===== src/pkg/optcfg_pkg.sv =====
// constants for the system option latch block
package optcfg_pkg;
  // register offset (byte address of the option latches)
  localparam logic [15:0] OPT_ADDR = 16'h001F;
  // field positions
  localparam int unsigned B_SLOW  = 7;
  localparam int unsigned B_LVSTP = 6;
  localparam int unsigned B_LVRST = 5;
  localparam int unsigned B_LVPWR = 4;
  localparam int unsigned B_WDRS  = 3;
  localparam int unsigned B_SHORT_STOP_RECOVERY = 2;
  localparam int unsigned B_STOP  = 1;
  localparam int unsigned B_WDDIS = 0;
  // reset value: detector reset enable and power set
  localparam logic [7:0] OPT_RESET = 8'h30;
  // timing counts in oscillator clock cycles
  localparam logic [12:0] STOP_SHORT_CYC = 13'h0020;
  localparam logic [12:0] STOP_LONG_CYC  = 13'h1000;
  localparam logic [18:0] WD_SHORT_CYC   = 19'h01FF0;
  localparam logic [18:0] WD_LONG_CYC    = 19'h3FFF0;
  localparam logic [12:0] CNT_ONE        = 13'h0001;
  localparam logic [12:0] CNT_ZERO       = 13'h0000;

  typedef enum logic [2:0] {
    S_RUN  = 3'h1,
    S_STOP = 3'h2,
    S_WAIT = 3'h4
  } optcfg_state_t;
endpackage


===== src/rtl/optcfg_top.sv =====
// write-once system option latches with stop recovery timing
//
// The register addresses and the address-and-strobe port are this design's own decisions.
`timescale 1ns/100ps
// Summary of operation
// - slow select configures clock generator crystal range
// - slow select sets clock monitor expected range
// - detector runs in stop if power and enable
// - reset enable gates detector reset request
// - power bit turns detector on or off
// - rate select picks watchdog timeout length
// - short recovery bit gives 32 or 4096 cycles
// - external reset exit always uses long recovery
// - power-on reset waits 4096 oscillator cycles
// - stop enable clear makes STOP illegal opcode
// - watchdog disable bit turns watchdog off
// - monitor high voltage holds watchdog disabled
// - voltage removed: disable bit governs watchdog
// - only first write after reset is accepted
// - register sits at fixed address, latches
// - reset sets detector reset and power bits
module optcfg_top (
  // clock and reset
  input  wire logic        i_clk_sys,
  input  wire logic        i_rstn,
  // register port
  input  wire logic [15:0] i_addr,
  input  wire logic [7:0]  i_wdata,
  input  wire logic        i_wr,
  input  wire logic        i_rd,
  output logic      [7:0]  o_rdata,
  // oscillator clock tick and system events
  input  wire logic        i_osc_tick,
  input  wire logic        i_stop_req,
  input  wire logic        i_wake,
  input  wire logic        i_ext_reset,
  input  wire logic        i_por,
  // low-voltage detector
  input  wire logic        i_lvd_trip,
  output logic             o_lvd_power,
  output logic             o_lvd_stop_run,
  output logic             o_lvd_reset_req,
  // clock generator
  output logic             o_slow_crystal,
  output logic             o_mon_expect_low,
  // cpu decoder and stop control
  output logic             o_stop_legal,
  output logic             o_stop_illegal,
  output logic             o_in_stop,
  output logic             o_recovering,
  // watchdog
  input  wire logic        i_monitor_mode,
  input  wire logic        i_hv_irq,
  input  wire logic        i_hv_rst,
  output logic             o_wd_enable,
  output logic             o_wd_rate_short,
  output logic      [18:0] o_wd_timeout
);

  typedef struct packed {
    logic [7:0]                  opt;
    logic                        used;
    logic [7:0]                  rdata;
    optcfg_pkg::optcfg_state_t   st;
    logic [12:0]                 cnt;
  } optcfg_regs_t;

  optcfg_regs_t r_q;
  optcfg_regs_t r_d;

  logic hit;
  logic long_rec;

  assign hit = (i_addr == optcfg_pkg::OPT_ADDR);

  always_comb begin
    r_d = r_q;
    long_rec = 1'b0;
    // one write per reset; later writes ignored
    if (i_wr && hit && !r_q.used) begin
      r_d.opt  = i_wdata;
      r_d.used = 1'b1;
    end
    // read data valid the cycle after the strobe
    if (i_rd && hit) begin
      r_d.rdata = r_q.opt;
    end else begin
      r_d.rdata = 8'h00;
    end
    case (r_q.st)
      optcfg_pkg::S_RUN: begin
        if (i_stop_req && r_q.opt[optcfg_pkg::B_STOP]) begin
          r_d.st = optcfg_pkg::S_STOP;
        end
      end
      optcfg_pkg::S_STOP: begin
        if (i_ext_reset) begin
          long_rec = 1'b1;
          r_d.st   = optcfg_pkg::S_WAIT;
        end else if (i_wake) begin
          long_rec = !r_q.opt[optcfg_pkg::B_SHORT_STOP_RECOVERY];
          r_d.st   = optcfg_pkg::S_WAIT;
        end
        r_d.cnt = long_rec ? optcfg_pkg::STOP_LONG_CYC
                           : optcfg_pkg::STOP_SHORT_CYC;
      end
      optcfg_pkg::S_WAIT: begin
        if (i_osc_tick) begin
          if (r_q.cnt == optcfg_pkg::CNT_ONE) begin
            r_d.st  = optcfg_pkg::S_RUN;
            r_d.cnt = optcfg_pkg::CNT_ZERO;
          end else begin
            r_d.cnt = r_q.cnt - optcfg_pkg::CNT_ONE;
          end
        end
      end
      default: begin
        r_d.st = optcfg_pkg::S_RUN;
      end
    endcase
    // power-on stabilisation uses the long delay
    if (i_por) begin
      r_d.st  = optcfg_pkg::S_WAIT;
      r_d.cnt = optcfg_pkg::STOP_LONG_CYC;
    end
  end

  always_ff @(posedge i_clk_sys or negedge i_rstn) begin
    if (!i_rstn) begin
      r_q.opt   <= optcfg_pkg::OPT_RESET;
      r_q.used  <= 1'b0;
      r_q.rdata <= 8'h00;
      r_q.st    <= optcfg_pkg::S_WAIT;
      r_q.cnt   <= optcfg_pkg::STOP_LONG_CYC;
    end else begin
      r_q <= r_d;
    end
  end

  assign o_rdata          = r_q.rdata;
  assign o_slow_crystal   = r_q.opt[optcfg_pkg::B_SLOW];
  assign o_mon_expect_low = r_q.opt[optcfg_pkg::B_SLOW];
  assign o_lvd_power      = r_q.opt[optcfg_pkg::B_LVPWR];
  assign o_lvd_stop_run   = r_q.opt[optcfg_pkg::B_LVPWR]
                          & r_q.opt[optcfg_pkg::B_LVSTP];
  assign o_lvd_reset_req  = i_lvd_trip
                          & r_q.opt[optcfg_pkg::B_LVRST]
                          & r_q.opt[optcfg_pkg::B_LVPWR];
  assign o_stop_legal     = r_q.opt[optcfg_pkg::B_STOP];
  assign o_stop_illegal   = i_stop_req
                          & !r_q.opt[optcfg_pkg::B_STOP]
                          & (r_q.st == optcfg_pkg::S_RUN);
  assign o_in_stop        = (r_q.st == optcfg_pkg::S_STOP);
  assign o_recovering     = (r_q.st == optcfg_pkg::S_WAIT);
  assign o_wd_rate_short  = r_q.opt[optcfg_pkg::B_WDRS];
  assign o_wd_timeout     = r_q.opt[optcfg_pkg::B_WDRS]
                          ? optcfg_pkg::WD_SHORT_CYC
                          : optcfg_pkg::WD_LONG_CYC;
  assign o_wd_enable      = !r_q.opt[optcfg_pkg::B_WDDIS]
                          & !(i_monitor_mode
                              & (i_hv_irq | i_hv_rst));

endmodule


===== config.mk =====
export PLATFORM = sky130hd
export DESIGN_NAME = optcfg_top
export DESIGN_NICKNAME = d
export VERILOG_FILES = /design/src/pkg/optcfg_pkg.sv /design/src/rtl/optcfg_top.sv
export SDC_FILE = /design/constraint.sdc
export NUM_CORES = 1
export LEC_CHECK = 0
export ABC_AREA = 1
export BUFFER_PORTS_ARGS = -buffer_cell sky130_fd_sc_hd__buf_2
export CORE_MARGIN = 5
export CORE_UTILIZATION = 45
export CTS_BUF_LIST = sky130_fd_sc_hd__clkbuf_8
export DETAILED_ROUTE_END_ITERATION = 8
export PLACE_DENSITY = 0.74
export SYNTH_ARGS = -nofsm -noshare
export SYNTH_HDL_FRONTEND = slang
export SYNTH_SLANG_ARGS = --single-unit

===== constraint.sdc =====
create_clock -name i_clk_sys -period 1.95 [get_ports i_clk_sys]
set_clock_uncertainty 0.1 [all_clocks]
set_input_delay 0.195 -clock i_clk_sys [delete_from_list [all_inputs] [get_ports i_clk_sys]]
set_output_delay 0.195 -clock i_clk_sys [all_outputs]
set_load 0.1 [all_outputs]

After elaboration in Yosys (flattened, before gate mapping)
Cells that the tools add are included.
{"block": "totals", "register_bits": 33, "latchBits": 0, "ram_bits": 0, "romBits": 0, "input_bits": 37, "wordCells": 50, "mem_count": 0}
{"block": "classes", "add_sub_neg": 1, "n_mul": 0, "div_mod_pow": 0, "n_lt_le_gt_ge": 0, "eq_ne": 9, "shift": 0, "mux": 15, "bitwise_logic": 8, "reduce_logical": 12}
{"op": "16-bit two-way mux", "count": 2}
{"op": "13-bit two-way mux", "count": 2}
{"op": "13-bit one-hot mux with 2 select lines", "count": 1}
{"op": "18-bit two-way mux", "count": 1}
{"op": "16-bit by 5-bit equality test with 1-bit output (second input constant)", "count": 1}
{"op": "13-bit by 1-bit equality test with 1-bit output (second input constant)", "count": 1}
{"op": "13-bit by 1-bit subtractor with 13-bit output (second input constant)", "count": 1}
{"op": "3-bit two-way mux", "count": 4}
{"op": "3-bit one-hot mux with 3 select lines", "count": 1}
{"op": "8-bit two-way mux", "count": 1}
{"op": "1-bit bitwise AND", "count": 7}
{"op": "3-bit != test (second input constant)", "count": 2}
{"op": "1-bit zero test", "count": 5}
{"op": "1-bit logical AND", "count": 4}
{"op": "4-bit != test (second input constant)", "count": 1}
{"op": "4-bit AND reduction", "count": 1}
{"op": "3-bit by 1-bit equality test with 1-bit output (second input constant)", "count": 1}
{"op": "3-bit by 2-bit equality test with 1-bit output (second input constant)", "count": 1}
{"op": "3-bit equality test (second input constant)", "count": 1}
{"op": "1-bit two-way mux", "count": 3}
{"op": "3-bit by 2-bit != test with 1-bit output (second input constant)", "count": 1}
{"op": "3-bit nonzero test", "count": 1}
{"op": "2-bit AND reduction", "count": 1}
{"op": "1-bit OR", "count": 1}

Depth between registers and ports, before layout
Gate-level depths: netlist of the first run.
{"block": "logic_depth", "depth_word": 7, "mapped_depth": 10, "depth_no_buf": 10}

Worst setup path before layout of the first run
OpenSTA, ideal clock, no wires.
{"block": "synth_path", "path_type": "reg-to-output", "startpoint": "register r_q (netlist bit o_lvd_power)", "endpoint": "output port o_lvd_reset_req", "arrival_time_ps": 2252, "setup_slack_ps": -597, "path_stages_with_launch": 3, "cell_sequence": "dfstp_2 inv_1 nor2_1"}
{"block": "synth_via", "elab_chain_len": 1}
{"element": "start: declaration", "line_no": "optcfg_top.sv:68", "source": "optcfg_regs_t r_q;"}
{"element": "start signal: assignment", "line_no": "optcfg_top.sv:136", "source": "r_q <= r_d;"}
{"element": "1-bit bitwise AND", "line_no": "optcfg_top.sv:148", "source": "& r_q.opt[optcfg_pkg::B_LVPWR];"}
{"element": "end: declaration", "line_no": "optcfg_top.sv:42", "source": "output logic o_lvd_reset_req,"}
Every way passes these cells.

Final worst setup path of the first run
{"block": "layout_path", "startpoint": "register r_q[15] (netlist bit)", "endpoint": "output port o_recovering"}
{"block": "layout_via", "elab_chain_len": 1}
{"element": "3-bit equality test", "line_no": "optcfg_top.sv:154", "source": "assign o_recovering = (r_q.st == optcfg_pkg::S_WAIT);"}
{"element": "end: declaration", "line_no": "optcfg_top.sv:50", "source": "output logic o_recovering,"}
Every way passes these cells.

==> flow_summary.html, run 1 <==
<table>
<tr><th>Metric</th><th>Value</th></tr>
<tr><th colspan="2">Route</th></tr>
<tr><td>Total Routed Length</td><td>~4400 um</td></tr>
<tr><td>Iteration-0 DRC Markers</td><td>roughly 110</td></tr>
<tr><td>DR vias</td><td>around 1800</td></tr>
<tr><td>Remaining design rule violation count</td><td>0</td></tr>
<tr><td>Remaining antenna violation count after routing</td><td>0</td></tr>
<tr><td>Mean routed wirelength per cell</td><td>11.5 um</td></tr>
<tr><td>Detailed Routing Iterations Pass 1</td><td>5</td></tr>
<tr><td>Vias/cell</td><td>4.68</td></tr>
<tr><th colspan="2">Clocking</th></tr>
<tr><td>Clock tree root driver cell</td><td>clkbuf_8</td></tr>
<tr><td>Clk_lat worst skew</td><td>290 ps</td></tr>
<tr><td>Number of sinks on the clock net</td><td>33</td></tr>
<tr><td>Buffers inserted by post-CTS timing repair</td><td>0</td></tr>
<tr><td>Clock slew seen by the registers of the worst setup and hold paths</td><td>approximately 70 ps</td></tr>
<tr><td>Clock tree buffer depth</td><td>2</td></tr>
<tr><td>Clock tree from TritonCTS</td><td>built</td></tr>
<tr><td>Total clock buffers created by CTS</td><td>5</td></tr>
<tr><td>Number of levels in the clock H-tree</td><td>2</td></tr>
<tr><th colspan="2">Logic synthesis</th></tr>
<tr><td>Async SR Flop Fraction</td><td>100%</td></tr>
<tr><td>Main flop type after synthesis</td><td>dfrtp_1</td></tr>
<tr><td>Cell area after synthesis</td><td>2030 um^2</td></tr>
<tr><td>Yosys warnings</td><td>0</td></tr>
<tr><td>Fraction of post-synthesis cell area in the top cell type by area</td><td>a little over a third</td></tr>
<tr><td>Leading area contributor after synthesis</td><td>dfrtp_1</td></tr>
<tr><td>Most common library cells after synthesis</td><td>69 x nand2_1, 46 x nor2_1, 30 x inv_1</td></tr>
<tr><td>Top-count cell post-synth</td><td>nand2_1</td></tr>
<tr><td>Part of the Yosys area used for sequential elements</td><td>40.9%</td></tr>
<tr><td>Ranking of synthesized cells by area</td><td>dfrtp_1 36%, nand2_1 13%, buf_4 10%, nor2_1 8.5%, inv_1 5.5%</td></tr>
<tr><td>Syn Area/Cell</td><td>7.41 um^2</td></tr>
<tr><td>Number of enable-type register cells in the synthesized netlist</td><td>0</td></tr>
<tr><td>Distinct cell type count of the synthesized netlist</td><td>26</td></tr>
<tr><td>#FFs+latches synth</td><td>33</td></tr>
<tr><td>Synth Instances</td><td>between 200 and 300</td></tr>
<tr><th colspan="2">Setup path</th></tr>
<tr><td>Critical Path Sink Type</td><td>primary output</td></tr>
<tr><td>Worst-path cell chain</td><td>nand2_2, inv_2, buf_2</td></tr>
<tr><td>Launching point of the worst reg2reg path</td><td>r_q[15]</td></tr>
<tr><td>Slowest cell on the critical path</td><td>dfstp_2</td></tr>
<tr><td>Worst r2r dst</td><td>r_q[10]</td></tr>
<tr><td>Worst setup path class</td><td>register to primary output</td></tr>
<tr><td>Reg2Reg Depth</td><td>8</td></tr>
<tr><td>Critical path launch point type</td><td>register</td></tr>
<tr><td>Endpoint required time on the critical path</td><td>1650 ps</td></tr>
<tr><td>Number of buffers and inverters on the critical path</td><td>2</td></tr>
<tr><td>Crit path DAT</td><td>around 1500 ps</td></tr>
<tr><td>Biggest fanout along the worst timing path</td><td>5</td></tr>
<tr><td>Family with the most delay on the worst path</td><td>flip-flops</td></tr>
<tr><td>Minimum setup slack among reg-to-reg paths</td><td>a little under 400 ps</td></tr>
<tr><td>Worst path max stage delay</td><td>roughly 560 ps</td></tr>
<tr><th colspan="2">Timing</th></tr>
<tr><td>Max Fclk</td><td>around 560 MHz</td></tr>
<tr><td>Count of final setup violators</td><td>0</td></tr>
<tr><td>Worst hold slack across all endpoints</td><td>about 24 ps</td></tr>
<tr><td>Final slew viol count</td><td>0</td></tr>
<tr><td>Share of the cycle needed by the critical path after routing</td><td>around nine tenths</td></tr>
<tr><td>Sum of negative setup slack</td><td>0 ps</td></tr>
<tr><td>Unrepaired setup endpoints after global routing</td><td>false</td></tr>
<tr><td>Final setup margin</td><td>between 150 and 200 ps</td></tr>
<tr><td>Min Tclk post-route</td><td>about 1800 ps</td></tr>
<tr><td>Final hold violation count</td><td>0</td></tr>
<tr><th colspan="2">Min path</th></tr>
<tr><td>Hold Crit Endpoint</td><td>o_lvd_power</td></tr>
<tr><td>Launch point of the worst hold path</td><td>i_wdata[4]</td></tr>
<tr><td>Type of the worst min-delay path</td><td>input pin to register</td></tr>
<tr><td>Worst Hold Path Cells</td><td>3</td></tr>
<tr><th colspan="2">Global route</th></tr>
<tr><td>Antenna violations before repair</td><td>0</td></tr>
<tr><td>Largest net degree at the start of global routing</td><td>21</td></tr>
<tr><td>Vias in the first global route</td><td>approximately 1700</td></tr>
<tr><td>Global-route wire length before repair</td><td>about 7600 um</td></tr>
<tr><td>Total global routing overflow</td><td>0</td></tr>
<tr><td>Combined global-route utilization of all metal layers</td><td>between 15 and 20%</td></tr>
<tr><th colspan="2">Layout</th></tr>
<tr><td>Share of final-layout standard cells stronger than drive strength 1</td><td>between 30% and 40%</td></tr>
<tr><td>Post-synthesis to final-layout area growth</td><td>18.4%</td></tr>
<tr><td>Number of diodes</td><td>0</td></tr>
<tr><td>Post-route cell area</td><td>2400 um^2</td></tr>
<tr><td>Nets</td><td>between 300 and 400</td></tr>
<tr><td>Number of fillers in the final layout</td><td>441</td></tr>
<tr><th colspan="2">Place</th></tr>
<tr><td>Port Buffers</td><td>60</td></tr>
<tr><td>Final HPWL from detailed placement</td><td>around 3500 um</td></tr>
<tr><td>Setup slack after placement</td><td>about 360 ps</td></tr>
<tr><td>Post-place instance area</td><td>approximately 2300 um^2</td></tr>
<tr><td>Last weighted congestion value of the routability-driven placer</td><td>between 0.8 and 0.9</td></tr>
<tr><th colspan="2">Pwr</th></tr>
<tr><td>Logic pwr share</td><td>between 40% and 50%</td></tr>
<tr><td>Areal power density over the cells</td><td>around 1300 nW/um^2</td></tr>
<tr><td>Switching part of the total</td><td>between 40% and 50%</td></tr>
<tr><td>Switching component of the power</td><td>approximately 1500 uW</td></tr>
<tr><td>Total Power</td><td>~3200 uW</td></tr>
<tr><td>Leakage power</td><td>around 0.0013 uW</td></tr>
<tr><td>Peak supply drop</td><td>roughly 0.46 mV</td></tr>
<tr><td>Internal power</td><td>approximately 1700 uW</td></tr>
<tr><td>Clock power frac</td><td>between 20 and 25%</td></tr>
<tr><td>Sequential power share</td><td>29.3%</td></tr>
<tr><th colspan="2">Outcome</th></tr>
<tr><td>Status</td><td>finished, final reports clean</td></tr>
<tr><th colspan="2">Floorplan</th></tr>
<tr><td>Area of the core</td><td>~4400 um^2</td></tr>
<tr><td>Placement row count</td><td>24</td></tr>
<tr><td>Horizontal extent of the die</td><td>roughly 77 um</td></tr>
<tr><td>DIE AREA</td><td>between 5000 and 6000 um^2</td></tr>
<tr><td>Vertical die dimension</td><td>~77 um</td></tr>
<tr><td>Top-Level Pins</td><td>between 70 and 80</td></tr>
<tr><td>Initial Utilization</td><td>between 40 and 50%</td></tr>
<tr><th colspan="2">Run</th></tr>
<tr><td>Number of maximum-capacitance violations</td><td>0</td></tr>
</table>
## layer usage
| layer | track usage [%] | vias to the layer above | share of wire [%] |
|---|---|---|---|
| met4 | 8.08 | 0 | 2.4 |
| met3 | 4.10 | 8 | 6.3 |
| li1 | - | 913 | - |
| met5 | 0 | - | 0 |
| met2 | 26.4 | 50 | 50 |
| met1 | 18.2 | 804 | 41 |
## how the worst max path moves through the flow
stage,from,endpoint,slack [ps],cells past startpoint
after CTS,r_q[14],o_stop_illegal,50,4
after global placement,r_q[14],o_stop_illegal,410,4
after detailed placement,r_q[14],o_stop_illegal,360,4
final,r_q[15],o_recovering,160,3
after global routing,r_q[14],o_stop_illegal,60,4
after floorplan,r_q[25],o_wd_enable,10,1
## worst register-to-register path: cells and delay by family, from the launching register on
kind / cells / cell delay (ps)
simple gates: 6 / 670
flops: 1 / 560
buf+inv: 2 / 160
## repair_timing
action                     4_1_cts  5_1_grt
hold buffers                     1        0
setup endpoints to repair        0        1
gates resized for setup          0        1
hold endpoints to repair        13        0
## flip-flops by register name, summed over array words and instances (netlist names)
register / flops
o_mon_expect_low: 1
o_wd_rate_short: 1
r_q: 21
o_stop_legal: 1
o_lvd_power: 1
o_rdata: 8
## layout make-up
type | instances | area, um^2 | share of cell area, %
multi-input cells | 191 | 916 | 38.1
flip-flops and latches | 33 | 835 | 34.7
repair buffers | 62 | 320 | 13.3
inverters | 33 | 129 | 5.36
clock buffers | 5 | 68.8 | 2.86
clock inverters | 3 | 68.8 | 2.86
well taps | 52 | 65.1 | 2.71
## power groups by stage
stage          registers (uW)  logic [uW]  clock network [uW]
6_report                  939        1480                 785
5_1_grt                   954        1660                 835
4_1_cts                   939        1480                 805
3_5_place_dp              952        1470                   0
3_3_place_gp              943        1430                   0
2_1_floorplan             924        1240                   0
## stage by stage
stage               utilization, %  instances
global placement              51.7        370
detailed placement            51.7        370
floorplan                        -        286
finish                        55.2        379
CTS                           55.1        379
global route                  55.2        379
## logic make-up after synthesis
kind of cell | count (synthesis) | synth area share [%]
AND/OR/NAND/NOR | 162 | 36.6
other | 2 | 0.370
adder cells (fa/ha/maj) | 2 | 1.23
buffers and inverters | 62 | 16.9
flip-flops | 33 | 40.9
AO/OA/AOI/OAI | 13 | 4.01
## placed cells by master, fill, tap and decap left out, drive strengths merged
cell and count:
nand4 14, o21ai 7, ha 2, clkbuf 6, bufinv 2, clkinv 2
inv 31, o21a 1, buf 60, clkinvlp 1, nor2 50, o21bai 1
nand2 79, dfstp 4, a21oi 4, nor3 3, dfrtp 29, nand3 16
dlygate4sd3 1, conb 14
No activity file was read; power rests on OpenSTA's default activity.
==> inputs of run 2 (changes only) <==
REMOVE_ABC_BUFFERS = 1   (was unset)
==> run 2 against run 1 <==
  * Clock power is 20% lower
  * Setup slack worse by 6.7 ps
  * Combinational power hardly changed
  * Sequential power is 0.4% lower
  * Cell area is 2.5% lower
  * Non-clock buffer count is 1 lower
  * Register-to-register slack worse by 30 ps
  * First-iteration DRC count is 9.7% lower
  * Utilization is 1.4 points lower
  * Global-route usage is 0.83 points lower
==> flow_summary.html, run 2 (synthesis results as in run 1) <==
<table>
<tr><th>Metric</th><th>Value</th></tr>
<tr><th colspan="2">Layout</th></tr>
<tr><td>Commonest cells after routing, fill and taps aside</td><td>69 x nand2_1, 59 x buf_2, 46 x nor2_1 (was 69 x nand2_1, 59 x buf_2, 44 x nor2_1)</td></tr>
<tr><td>Number of diodes</td><td>0 (unchanged)</td></tr>
<tr><td>Nets</td><td>364 (was 365)</td></tr>
<tr><td>Share of final-layout standard cells stronger than drive strength 1</td><td>28.8% (was 30.6%)</td></tr>
<tr><td>Post-route cell area</td><td>2340 um^2 (was 2400 um^2)</td></tr>
<tr><td>Post-synthesis to final-layout area growth</td><td>15.4% (was 18.4%)</td></tr>
<tr><td>Area occupied by registers</td><td>831 um^2 (was 835 um^2)</td></tr>
<tr><td>Most flop-heavy register</td><td>r_q (unchanged)</td></tr>
<tr><td>Final Non-Filler Cells</td><td>378 (was 379)</td></tr>
<tr><td>Number of fillers in the final layout</td><td>417 (was 441)</td></tr>
<tr><td>Number of flip-flops under the largest register name</td><td>21 (unchanged)</td></tr>
<tr><td>Final Core Density</td><td>53.8% (was 55.2%)</td></tr>
<tr><td>Commonest non-fill, non-tap cell in the layout</td><td>nand2_1 (unchanged)</td></tr>
<tr><td>Total area of multi-input combinational cells</td><td>901 um^2 (was 916 um^2)</td></tr>
<tr><th colspan="2">Place</th></tr>
<tr><td>Port Buffers</td><td>60 (unchanged)</td></tr>
<tr><td>Number of placed instances, taps included</td><td>369 (was 370)</td></tr>
<tr><td>Post-place instance area</td><td>2220 um^2 (was 2250 um^2)</td></tr>
<tr><td>Final HPWL from detailed placement</td><td>3260 um (was 3520 um)</td></tr>
<tr><td>Last weighted congestion value of the routability-driven placer</td><td>0.832 (was 0.817)</td></tr>
<tr><th colspan="2">Floorplan</th></tr>
<tr><td>Placement row count</td><td>24 (unchanged)</td></tr>
<tr><td>Initial Utilization</td><td>46.6% (unchanged)</td></tr>
<tr><td>DIE AREA</td><td>5950 um^2 (unchanged)</td></tr>
<tr><td>Top-Level Pins</td><td>75 (unchanged)</td></tr>
<tr><td>Horizontal extent of the die</td><td>77.2 um (unchanged)</td></tr>
<tr><td>Vertical die dimension</td><td>77.2 um (unchanged)</td></tr>
<tr><td>Area of the core</td><td>4350 um^2 (unchanged)</td></tr>
<tr><th colspan="2">Clocking</th></tr>
<tr><td>Clock tree root driver cell</td><td>clkbuf_8 (unchanged)</td></tr>
<tr><td>Number of levels in the clock H-tree</td><td>2 (unchanged)</td></tr>
<tr><td>Clk_lat worst skew</td><td>290 ps (about the same)</td></tr>
<tr><td>Clock tree from TritonCTS</td><td>built (unchanged)</td></tr>
<tr><td>Clock slew seen by the registers of the worst setup and hold paths</td><td>70 ps (about the same)</td></tr>
<tr><td>Clock tree buffer depth</td><td>2 (unchanged)</td></tr>
<tr><td>Number of sinks on the clock net</td><td>33 (unchanged)</td></tr>
<tr><td>Total clock buffers created by CTS</td><td>5 (unchanged)</td></tr>
<tr><td>Buffers inserted by post-CTS timing repair</td><td>0 (unchanged)</td></tr>
<tr><th colspan="2">Setup path</th></tr>
<tr><td>Critical path launch point type</td><td>register (unchanged)</td></tr>
<tr><td>Crit. Startpoint</td><td>r_q[14] (was r_q[15])</td></tr>
<tr><td>Minimum setup slack among reg-to-reg paths</td><td>360 ps (was 390 ps)</td></tr>
<tr><td>Capture point of the worst path</td><td>o_stop_illegal (was o_recovering)</td></tr>
<tr><td>Worst r2r dst</td><td>r_q[10] (unchanged)</td></tr>
<tr><td>Worst path max stage delay</td><td>420 ps (was 560 ps)</td></tr>
<tr><td>Slowest cell on the critical path</td><td>dfrtp_1 (was dfstp_2)</td></tr>
<tr><td>Crit path DAT</td><td>1500 ps (was 1490 ps)</td></tr>
<tr><td>Biggest fanout along the worst timing path</td><td>3 (was 5)</td></tr>
<tr><td>Endpoint required time on the critical path</td><td>1650 ps (about the same)</td></tr>
<tr><td>Launching point of the worst reg2reg path</td><td>r_q[0] (was r_q[15])</td></tr>
<tr><td>Reg2Reg Depth</td><td>10 (was 8)</td></tr>
<tr><td>Worst-path cell chain</td><td>nor3_1, inv_1, nor2_1, clkbuf_4 (was nand2_2, inv_2, buf_2)</td></tr>
<tr><td>Critical Path Sink Type</td><td>primary output (unchanged)</td></tr>
<tr><td>Worst setup path class</td><td>register to primary output (unchanged)</td></tr>
<tr><th colspan="2">Route</th></tr>
<tr><td>DR vias</td><td>1778 (was 1775)</td></tr>
<tr><td>Remaining design rule violation count</td><td>0 (unchanged)</td></tr>
<tr><td>Iteration-0 DRC Markers</td><td>102 (was 113)</td></tr>
<tr><td>Mean routed wirelength per cell</td><td>11.1 um (was 11.5 um)</td></tr>
<tr><td>Detailed Routing Iterations Pass 1</td><td>4 (was 5)</td></tr>
<tr><td>Remaining antenna violation count after routing</td><td>0 (unchanged)</td></tr>
<tr><td>Vias/cell</td><td>4.70 (was 4.68)</td></tr>
<tr><td>Total Routed Length</td><td>4210 um (was 4380 um)</td></tr>
<tr><th colspan="2">Timing</th></tr>
<tr><td>Worst slew margin</td><td>a little over half</td></tr>
<tr><td>Final hold violation count</td><td>0 (unchanged)</td></tr>
<tr><td>Count of final setup violators</td><td>0 (unchanged)</td></tr>
<tr><td>Share of the cycle needed by the critical path after routing</td><td>92.1% (was 91.8%)</td></tr>
<tr><td>Min Tclk post-route</td><td>1800 ps (was 1790 ps)</td></tr>
<tr><td>Slew of the pin with the lowest slew margin</td><td>around 720 ps</td></tr>
<tr><td>Max Fclk</td><td>557 MHz (was 559 MHz)</td></tr>
<tr><td>Sum of negative setup slack</td><td>0 ps (unchanged)</td></tr>
<tr><td>Unrepaired setup endpoints after global routing</td><td>false (unchanged)</td></tr>
<tr><td>Final slew viol count</td><td>0 (unchanged)</td></tr>
<tr><th colspan="2">Pwr</th></tr>
<tr><td>Switching part of the total</td><td>46.9% (was 45.4%)</td></tr>
<tr><td>Internal power</td><td>1600 uW (was 1750 uW)</td></tr>
<tr><td>Leakage power</td><td>0.00130 uW (was 0.00132 uW)</td></tr>
<tr><td>Clock power frac</td><td>20.8% (was 24.5%)</td></tr>
<tr><td>Sequential power share</td><td>31.0% (was 29.3%)</td></tr>
<tr><td>Logic pwr share</td><td>48.3% (was 46.1%)</td></tr>
<tr><td>Areal power density over the cells</td><td>1290 nW/um^2 (was 1330 nW/um^2)</td></tr>
<tr><td>Peak supply drop</td><td>0.459 mV (was 0.461 mV)</td></tr>
<tr><td>Switching component of the power</td><td>1410 uW (was 1450 uW)</td></tr>
<tr><th colspan="2">Min path</th></tr>
<tr><td>Launch point of the worst hold path</td><td>i_wdata[4] (unchanged)</td></tr>
<tr><td>Type of the worst min-delay path</td><td>input pin to register (unchanged)</td></tr>
<tr><th colspan="2">Global route</th></tr>
<tr><td>Gr busiest metal</td><td>met2 (unchanged)</td></tr>
<tr><td>Met2 routing resource usage after global routing</td><td>23.4% (was 26.4%)</td></tr>
<tr><td>Met1 layer usage reported by global route</td><td>18.9% (was 18.2%)</td></tr>
<tr><td>Global-route wire length before repair</td><td>7290 um (was 7590 um)</td></tr>
<tr><td>Total global routing overflow</td><td>0 (unchanged)</td></tr>
<tr><td>Global Route met3 Usage</td><td>4.80% (was 4.10%)</td></tr>
<tr><td>Vias in the first global route</td><td>1724 (was 1702)</td></tr>
<tr><td>Largest net degree at the start of global routing</td><td>34 (was 21)</td></tr>
<tr><td>Antenna violations before repair</td><td>0 (unchanged)</td></tr>
<tr><td>Combined global-route utilization of all metal layers</td><td>14.9% (was 15.7%)</td></tr>
<tr><th colspan="2">Outcome</th></tr>
<tr><td>Status</td><td>finished, final reports clean (unchanged)</td></tr>
<tr><th colspan="2">Run</th></tr>
<tr><td>Number of maximum-capacitance violations</td><td>0 (unchanged)</td></tr>
</table>
-- run 2: power by group through the flow --
stage               registers [uW]  logic (uW)  clock network (uW)
floorplan                      924        1180                   0
global placement               942        1430                   0
detailed placement             948        1450                   0
CTS                            935        1460                 637
global route                   957        1640                 664
finish                         935        1460                 628
-- run 2: how the worst min path moves through the flow --
stage / to / slack [ps] / depth (start not counted)
4_1_cts: o_lvd_power / 40 / 3
2_1_floorplan: o_mon_expect_low / -200 / 0
6_report: o_lvd_power / 30 / 3
3_5_place_dp: r_q[5] / 180 / 1
3_3_place_gp: r_q[5] / 200 / 1
5_1_grt: o_lvd_power / 50 / 3
-- run 2: metrics by stage --
step	hold slack, ps	power [uW]	setup WS [ps]
2_1_floorplan	-201	2110	-2280
3_3_place_gp	196	2370	406
3_5_place_dp	184	2390	374
4_1_cts	36.2	3030	50.1
5_1_grt	45.2	3260	41.2
6_report	33.1	3020	153
-- run 2: final cells by class --
type / count / share of cell area (%)
Sequential cell: 33 / 35.5
Multi-Input combinational cell: 191 / 38.5
Inverter: 33 / 5.34
Tap cell: 52 / 2.78
Timing Repair Buffer: 61 / 13.4
Clock inverter: 3 / 1.66
Clock buffer: 5 / 2.94
-- run 2: repair_timing --
item                                    CTS  global route
gates resized for setup                   0             1
endpoints found under the hold margin    29             0
hold buffers                              1             0
endpoints found under the setup margin    0             1
-- run 2: worst max-delay path: cells and delay by family, from the launching register on --
| family | cells | cell delay (ps) |
|---|---|---|
| buf+inv | 2 | 450 |
| flops | 1 | 420 |
| simple gates | 2 | 350 |
-- run 2: routing by layer --
metal / share of wire (%) / routed length, um
met1: 44 / 1840
met5: 0 / 0
met3: 7.7 / 324
met2: 47 / 1980
met4: 1.4 / 61
